--- src/logic/radio_irq_pkg.sv ---
// constants for the radio interrupt aggregator
//////////////////////////////////////////////////////////////////////////////
// Contract
// - two requests go to the cpu, data transfer on vector 0, events on 12.
// - the data request rises when an rx byte is ready or a tx byte is done.
// - six radio event sources merge into one event request.
// - each event flag is set only on a low-to-high edge of its source.
// - the merged event request also drives the timer capture trigger.
// - each vector is gated by its own main enable bit.
// - each vector has a main pending flag apart from the event flags.
// - flags update from their sources whatever the mask says.
// - event vector needs both a per-source mask bit and the main enable.
// - packet-done is also set by tx underflow or rx overflow.
// - flags reset to 0, write 0 clears, write 1 keeps, bits 7:6 read 0.
// - mask holds one enable per source, resets to 0, bits 7:6 read 0.
//////////////////////////////////////////////////////////////////////////////
package radio_irq_pkg;
	localparam int unsigned n_events = 6;
	localparam logic [7:0] radio_event_mask_addr = 8'h91;
	localparam logic [7:0] radio_event_flags_addr = 8'he9;
	localparam logic [4:0] data_vector_num = 5'h00;
	localparam logic [4:0] event_vector_num = 5'h0c;
	localparam int unsigned bit_timeout = 5;
	localparam int unsigned bit_done = 4;
	localparam int unsigned bit_carrier = 3;
	localparam int unsigned bit_preamble = 2;
	localparam int unsigned bit_cca = 1;
	localparam int unsigned bit_sync = 0;
	localparam logic [5:0] flags_reset = 6'h00;
	localparam logic [5:0] mask_reset = 6'h00;
	localparam logic [7:0] unused_bits_read = 8'h00;
endpackage

--- src/logic/radio_irq_aggregator.sv ---
// radio interrupt aggregation toward the cpu core
module radio_irq_aggregator
	import radio_irq_pkg::*;
(
	// clock and reset
	input wire logic clk,
	input wire logic reset,
	// register port from the cpu special-register bus
	input wire logic [7:0] reg_addr,
	input wire logic reg_wr,
	input wire logic [7:0] reg_wdata,
	output logic [7:0] reg_rdata,
	// radio status sources (levels)
	input wire logic rx_timeout_src,
	input wire logic packet_done_src,
	input wire logic tx_underflow_src,
	input wire logic rx_overflow_src,
	input wire logic carrier_sense_src,
	input wire logic preamble_quality_src,
	input wire logic clear_channel_src,
	input wire logic sync_detect_src,
	input wire logic rx_byte_ready,
	input wire logic tx_byte_done,
	// main enables from the cpu enable registers
	input wire logic data_vector_enable,
	input wire logic event_vector_enable,
	// main pending flag clears from the cpu flag registers
	input wire logic data_pending_clr,
	input wire logic event_pending_clr,
	// toward the cpu interrupt system and timer
	output logic data_vector_pending,
	output logic event_vector_pending,
	output logic data_irq,
	output logic event_irq,
	output logic [4:0] data_vector_id,
	output logic [4:0] event_vector_id,
	output logic event_request,
	output logic timer_capture_trig
);

	//////////////////////////////////////////////////////////////////////////
	// source edge detection
	logic [5:0] src_now;
	logic [5:0] src_q;
	logic [5:0] src_rise;
	logic [5:0] flags_q;
	logic [5:0] flags_d;
	logic [5:0] mask_q;
	logic [5:0] flag_clr;
	logic wr_flags;
	logic wr_mask;
	logic req_now;
	logic req_q;
	logic data_now;
	logic data_q;
	logic data_pend_q;
	logic event_pend_q;

	// done source ored with the error conditions
	assign src_now[bit_done] = packet_done_src | tx_underflow_src |
		rx_overflow_src;
	assign src_now[bit_timeout] = rx_timeout_src;
	assign src_now[bit_carrier] = carrier_sense_src;
	assign src_now[bit_preamble] = preamble_quality_src;
	assign src_now[bit_cca] = clear_channel_src;
	assign src_now[bit_sync] = sync_detect_src;
	// rising edge only, level held high never retriggers
	assign src_rise = src_now & ~src_q;

	//////////////////////////////////////////////////////////////////////////
	// register decode
	assign wr_flags = reg_wr && (reg_addr == radio_event_flags_addr);
	assign wr_mask = reg_wr && (reg_addr == radio_event_mask_addr);
	// write 0 clears, write 1
	assign flag_clr = wr_flags ? ~reg_wdata[5:0] : 6'h00;
	// set beats clear so no edge is lost; mask not consulted
	assign flags_d = src_rise | (flags_q & ~flag_clr);

	always_ff @(posedge clk) begin
		if (reset) begin
			src_q <= 6'h00;
			flags_q <= flags_reset;
			mask_q <= mask_reset;
		end else begin
			src_q <= src_now;
			flags_q <= flags_d;
			if (wr_mask) begin
				mask_q <= reg_wdata[5:0];
			end
		end
	end

	// unused top bits read as zero
	always_comb begin
		reg_rdata = unused_bits_read;
		if (reg_addr == radio_event_flags_addr) begin
			reg_rdata = {2'b00, flags_q};
		end else if (reg_addr == radio_event_mask_addr) begin
			reg_rdata = {2'b00, mask_q};
		end
	end

	//////////////////////////////////////////////////////////////////////////
	// event vector: six sources merged, first mask layer
	assign req_now = |(flags_q & mask_q);
	// data vector source
	assign data_now = rx_byte_ready | tx_byte_done;

	// pending set on rising edge of the request, set wins over clear
	always_ff @(posedge clk) begin
		if (reset) begin
			req_q <= 1'b0;
			data_q <= 1'b0;
			data_pend_q <= 1'b0;
			event_pend_q <= 1'b0;
		end else begin
			req_q <= req_now;
			data_q <= data_now;
			data_pend_q <= (data_now & ~data_q) |
				(data_pend_q & ~data_pending_clr);
			// a held request does not re-set this; only a new rise of the request does
			event_pend_q <= (req_now & ~req_q) |
				(event_pend_q & ~event_pending_clr);
		end
	end

	assign data_vector_pending = data_pend_q;
	assign event_vector_pending = event_pend_q;
	// main enable is the second mask layer
	assign data_irq = data_pend_q & data_vector_enable;
	assign event_irq = event_pend_q & event_vector_enable;
	// fixed vector numbers
	assign data_vector_id = data_vector_num;
	assign event_vector_id = event_vector_num;
	assign event_request = req_q;
	// capture uses the merged request, independent of main enable
	assign timer_capture_trig = req_q;

	//////////////////////////////////////////////////////////////////////////
	// checks
	chk_edge_sets_flag: assert property (
		@(posedge clk) disable iff (reset)
		src_now[bit_sync] && !$past(src_now[bit_sync]) |=>
		flags_q[bit_sync])
		else $error("sync edge did not set flag");
	// right after reset the edge register is zero, so skip that cycle
	chk_no_level_set: assert property (
		@(posedge clk) disable iff (reset)
		!$past(reset) && !flags_q[bit_cca] && $past(src_now[bit_cca]) &&
		src_now[bit_cca] && !wr_flags |=> !flags_q[bit_cca])
		else $error("held level set a flag");
	chk_err_sets_done: assert property (
		@(posedge clk) disable iff (reset)
		$rose(tx_underflow_src) && !packet_done_src && !rx_overflow_src
		&& !$past(src_now[bit_done]) |=> flags_q[bit_done])
		else $error("underflow did not set done");
	chk_set_beats_clear: assert property (
		@(posedge clk) disable iff (reset)
		wr_flags && |(src_rise & flag_clr) |=>
		(flags_q & $past(src_rise)) == $past(src_rise))
		else $error("edge lost to clear");
	chk_clear_by_zero: assert property (
		@(posedge clk) disable iff (reset)
		wr_flags && reg_wdata[5:0] == 6'h00 && src_rise == 6'h00 |=>
		flags_q == 6'h00)
		else $error("write zero did not clear");
	chk_mask_no_block: assert property (
		@(posedge clk) disable iff (reset)
		src_rise[bit_timeout] && !mask_q[bit_timeout] |=>
		flags_q[bit_timeout])
		else $error("mask blocked flag update");
	chk_two_layers: assert property (
		@(posedge clk) disable iff (reset)
		event_irq |-> event_vector_enable && event_pend_q)
		else $error("event irq without enable");
	chk_pending_rise: assert property (
		@(posedge clk) disable iff (reset)
		req_now && !req_q |=> event_pend_q && event_request &&
		timer_capture_trig)
		else $error("request rise missed pending");
	chk_data_pending: assert property (
		@(posedge clk) disable iff (reset)
		$rose(data_now) |=> data_vector_pending)
		else $error("data pending not set");
	chk_rdata_top: assert property (
		@(posedge clk) disable iff (reset)
		reg_rdata[7:6] == 2'b00)
		else $error("unused bits nonzero");
	chk_flags_hold: assert property (
		@(posedge clk) disable iff (reset)
		!wr_flags && src_rise == 6'h00 |=> $stable(flags_q))
		else $error("flags changed without cause");
	chk_write_one_keeps: assert property (
		@(posedge clk) disable iff (reset)
		wr_flags && reg_wdata[5:0] == 6'h3f |=>
		(flags_q & $past(flags_q)) == $past(flags_q))
		else $error("write of ones cleared a flag");
	chk_mask_write: assert property (
		@(posedge clk) disable iff (reset)
		wr_mask |=> mask_q == $past(reg_wdata[5:0]))
		else $error("mask write not stored");
	// request register has no history in the first cycle after reset
	chk_capture_tracks: assert property (
		@(posedge clk) disable iff (reset)
		!$past(reset) |-> timer_capture_trig ==
		$past(|(flags_q & mask_q)))
		else $error("capture trigger lags request");
	chk_pend_needs_req: assert property (
		@(posedge clk) disable iff (reset)
		$rose(event_vector_pending) |-> event_request)
		else $error("pending rose without request");
	chk_vector_ids: assert property (
		@(posedge clk) disable iff (reset)
		data_vector_id == data_vector_num &&
		event_vector_id == event_vector_num)
		else $error("vector number wrong");

	cov_event_irq: cover property (@(posedge clk) disable iff (reset)
		$rose(event_irq));
	cov_data_irq: cover property (@(posedge clk) disable iff (reset)
		$rose(data_irq));
	cov_race: cover property (@(posedge clk) disable iff (reset)
		wr_flags && |(src_rise & flag_clr));
	cov_masked_flag: cover property (@(posedge clk) disable iff (reset)
		|(flags_q & ~mask_q));
	cov_capture_trig: cover property (@(posedge clk) disable iff (reset)
		$rose(timer_capture_trig));

endmodule

--- config.mk ---
export PLATFORM = sky130hd
export DESIGN_NAME = radio_irq_aggregator
export DESIGN_NICKNAME = d
export VERILOG_FILES = /design/src/logic/radio_irq_pkg.sv /design/src/logic/radio_irq_aggregator.sv
export SDC_FILE = /design/constraint.sdc
export NUM_CORES = 1
export LEC_CHECK = 0
export ABC_AREA = 1
export ABC_CLOCK_PERIOD_IN_PS = 1200
export BUFFER_PORTS_ARGS = -buffer_cell sky130_fd_sc_hd__buf_2
export CORE_ASPECT_RATIO = 0.8
export CORE_MARGIN = 2
export CORE_UTILIZATION = 47
export DETAILED_ROUTE_END_ITERATION = 8
export PLACE_DENSITY = 0.79
export SETUP_SLACK_MARGIN = 0.5
export SYNTH_ARGS = -nofsm -noshare
export SYNTH_HDL_FRONTEND = slang
export SYNTH_SLANG_ARGS = --single-unit
--- constraint.sdc ---
create_clock -name clk -period 1.2 [get_ports clk]
set_input_delay 0.12 -clock clk [delete_from_list [all_inputs] [get_ports clk]]
set_output_delay 0.12 -clock clk [all_outputs]
set_load 0.01 [all_outputs]
==> results_tabular.tex <==
\begin{tabular}{lr}
\hline
Metric & Value \\
\hline
\multicolumn{2}{l}{\textbf{Timing}} \\
Post-route clock period utilization & 93.0\% \\
Clk\_skew & 0.0161 ns \\
Min Tclk post-route & 1.12 ns \\
Final count of pins violating max slew & 0 \\
Achievable frequency & 896 MHz \\
Final setup fails & 0 \\
Hold Slack & 0.0138 ns \\
Unrepaired setup endpoints after global routing & yes \\
Fin Setup TNS & 0 ns \\
Hold violation count in the final report & 0 \\
\multicolumn{2}{l}{\textbf{Final layout}} \\
Diode insertion count for antenna repair & 0 \\
Layout cells sized above 1 & 51.2\% \\
Post-layout nets & 292 \\
Layout overhead on the synthesized area & 59.5\% \\
\multicolumn{2}{l}{\textbf{Clock tree}} \\
Maximum clock insertion buffer count & 2 \\
Number of H-tree levels & 1 \\
Root buffer cell & sky130\_fd\_sc\_hd\_\_clkbuf\_4 \\
Latest clock arrival within the worst-skew pair & 0.31 ns \\
Clock tree from TritonCTS & done \\
CTS sink count & 22 \\
Clock transition at the registers of the reported paths & 0.13 ns \\
Post-CTS Hold Buffers & 0 \\
Number of buffers added by the clock tree synthesis step & 3 \\
\multicolumn{2}{l}{\textbf{Power}} \\
Power density over the cells & 732 nW/µm² \\
Pleak & 0.00105 µW \\
Part of the power in combinational logic & 20.7\% \\
Flop pwr share & 52.5\% \\
Power share of the clock group & 26.8\% \\
Switching share of power & 27.7\% \\
Switching power & 421 µW \\
Internal power component & 1100 µW \\
Peak supply drop & 0.000683 V \\
\multicolumn{2}{l}{\textbf{Drt}} \\
First-pass detailed-route iteration total & 4 \\
DRC viols & 0 \\
Wirelength per Cell & 11.5 µm \\
Post-route antenna net violation count & 0 \\
DR vias & 1,338 \\
Initial drt markers & 33 \\
Vias per cell & 4.52 \\
Overall routed net length & 3.42 mm \\
\multicolumn{2}{l}{\textbf{Floorplanning}} \\
Core area & 2700 µm² \\
Rows & 17 \\
Initial core utilization & 48.3\% \\
Count of pins on the block boundary & 57 \\
Total Die Area & 3210 µm² \\
Die span in y & 51.1 µm \\
Die Wd & 62.9 µm \\
\multicolumn{2}{l}{\textbf{Synthesis}} \\
Largest cells by area after synthesis & sky130\_fd\_sc\_hd\_\_dfxtp\_1 34\%, sky130\_fd\_sc\_hd\_\_nand2\_1 16\%, sky130\_fd\_sc\_hd\_\_inv\_1 13\% \\
Sequential area share after synthesis & 33.8\% \\
Count of flip-flops with a built-in enable after synthesis & 0 \\
Leading register cell type out of synthesis & sky130\_fd\_sc\_hd\_\_dfxtp\_1 \\
Syn Area/Cell & 6.55 µm² \\
Yosys warnings & 0 \\
Fraction of post-synthesis cell area in the top cell type by area & 33.8\% \\
Share of flip-flops with an asynchronous set or reset & 0\% \\
Most used standard cells in the synthesized netlist & 54 x sky130\_fd\_sc\_hd\_\_nand2\_1, 44 x sky130\_fd\_sc\_hd\_\_inv\_1, 22 x sky130\_fd\_sc\_hd\_\_dfxtp\_1 \\
Cell accounting for the most synthesized area & sky130\_fd\_sc\_hd\_\_dfxtp\_1 \\
Count of distinct cell types in the synthesized netlist & 23 \\
Synthesis-stage register bit count & 22 \\
Synth Instances & 199 \\
Leading cell type by number of instances after synthesis & sky130\_fd\_sc\_hd\_\_nand2\_1 \\
Area of the mapped netlist & 1300 µm² \\
\multicolumn{2}{l}{\textbf{Critical path}} \\
Cell Chain, Critical Path & buf\_6 -> nor2\_4 -> nand2\_4 -> buf\_12 -> nor2\_4 -> nand2\_2 -> nand2\_2 -> buf\_6 \\
Required time worst endpoint & 1.08 ns \\
Launch instance of the worst register-to-register path & flags\_q[4]\$\_SDFF\_PP0\_ \\
Critical Path Slowest Stage Cell & sky130\_fd\_sc\_hd\_\_nor2\_4 \\
Kind of end point of the critical path & primary output \\
Number of cells on the worst reg-to-reg path & 6 \\
Worst setup path endpoint & reg\_rdata[3] \\
Biggest cell delay along the critical path & 0.20 ns \\
Category of the most critical setup path & primary input to primary output \\
Type of origin of the critical path & primary input \\
Beginning of the critical path & reg\_addr[2] \\
Setup slack of the most critical reg-to-reg path & 0.28 ns \\
CP Data Arrival Time & 1.00 ns \\
Reg2Reg Capture Point & event\_vector\_pending\$\_SDFF\_PP0\_ \\
Crit path max fanout & 5 \\
\multicolumn{2}{l}{\textbf{Global route}} \\
Antenna violations before repair & 0 \\
Wire length of the first global-routing pass & 5.72 mm \\
Total routing usage reported by global routing & 22.7\% \\
Via count of the first global-routing pass & 1,322 \\
Grt ovf & 0 \\
Maximum number of pins on one net before global-route repair & 14 \\
\multicolumn{2}{l}{\textbf{Flow run}} \\
Number of maximum-capacitance violations & 0 \\
\multicolumn{2}{l}{\textbf{Placed design}} \\
Buffers on Ports & 42 \\
Final HPWL from detailed placement & 2.00 mm \\
Routability congestion estimate from global placement & 0.825 \\
\multicolumn{2}{l}{\textbf{Run status}} \\
Run status & finished clean \\
\multicolumn{2}{l}{\textbf{Worst hold path}} \\
Hold Crit Class & primary input to flip-flop \\
\hline
\end{tabular}
-- logic make-up after synthesis --
kind of cell | synth area share (%)
simple gates | 40.6
other cells | 0.576
flops | 33.8
compound gates | 1.34
buf+inv | 23.7
-- metal layers --
metal / routed length (µm) / global-route usage (%) / share of wire [%] / vias up
met3: 154 / 5.73 / 4.5 / 6
met4: 55 / 8.52 / 1.6 / 0
li1: - / - / - / 680
met2: 1750 / 40.2 / 51 / 39
met1: 1460 / 26.6 / 43 / 613
met5: 0 / 0 / 0 / -
-- cell type report --
class / instances / area, µm²
clock buffer: 4 / 36.3
fill: 191 / 622
inverter: 47 / 226
multi-input combinational: 124 / 762
sequential: 22 / 457
tap: 38 / 47.5
timing repair buffer: 61 / 551
-- power groups by stage --
stage	registers [µW]	logic, µW	clock network [µW]
after global placement	806	237	0
after floorplan	804	178	0
after detailed placement	808	242	0
after CTS	795	279	420
after global routing	804	346	463
final	798	315	408
-- worst max-delay path, delay by kind of cell --
| kind | cells | cell delay [ns] |
|---|---|---|
| buf+inv | 3 | 0.33 |
| simple gates | 5 | 0.55 |
-- stage by stage --
stage | util (%) | setup slack, ns | instances | total power (µW) | instance area, µm²
global route | 77.0 | 0.0289 | 296 | 1610 | 2080
global placement | 60.3 | -0.0111 | 277 | 1040 | 1630
detailed placement | 60.3 | -0.0281 | 277 | 1050 | 1630
finish | 77.0 | 0.0840 | 296 | 1520 | 2080
CTS | 71.9 | 0.0774 | 293 | 1490 | 1940
floorplan | - | 0.382 | 209 | 982 | 1470
-- cell usage in the layout, fill, tap and decap left out, drive strengths merged --
| master | n |
|---|---|
| buf | 61 |
| nand2 | 57 |
| inv | 45 |
| nor2 | 26 |
| dfxtp | 22 |
| nand3 | 14 |
| conb | 12 |
| nand4 | 7 |
| clkbuf | 4 |
| nand3b | 2 |
| clkinv | 2 |
| nor3 | 2 |
| a21oi | 2 |
| and3 | 1 |
| o31ai | 1 |
-- repair_timing --
item | CTS | global route
cloned | 1 | 0
hold endpoints to repair | 0 | 1
setup buffers | 11 | 3
pin swaps | 19 | 45
setup endpoints to repair | 26 | 26
gates resized for setup | 43 | 40
-- how the worst min path moves through the flow --
stage,slack (ns),depth (start not counted),startpoint,end
floorplan,0.24,2,sync_detect_src,src_q[0]$_SDFF_PP0_
global placement,0.34,3,rx_byte_ready,data_q$_SDFF_PP0_
detailed placement,0.35,3,preamble_quality_src,src_q[2]$_SDFF_PP0_
CTS,0.007,3,preamble_quality_src,src_q[2]$_SDFF_PP0_
global route,-0.001,3,sync_detect_src,src_q[0]$_SDFF_PP0_
finish,0.01,3,rx_timeout_src,src_q[5]$_SDFF_PP0_
-- registers in the layout, summed over array words and instances, names as in the netlist --
signal	count
data_q	1
data_vector_pending	1
event_request	1
event_vector_pending	1
flags_q	6
mask_q	6
src_q	6
(Power assumes the default switching activity.)
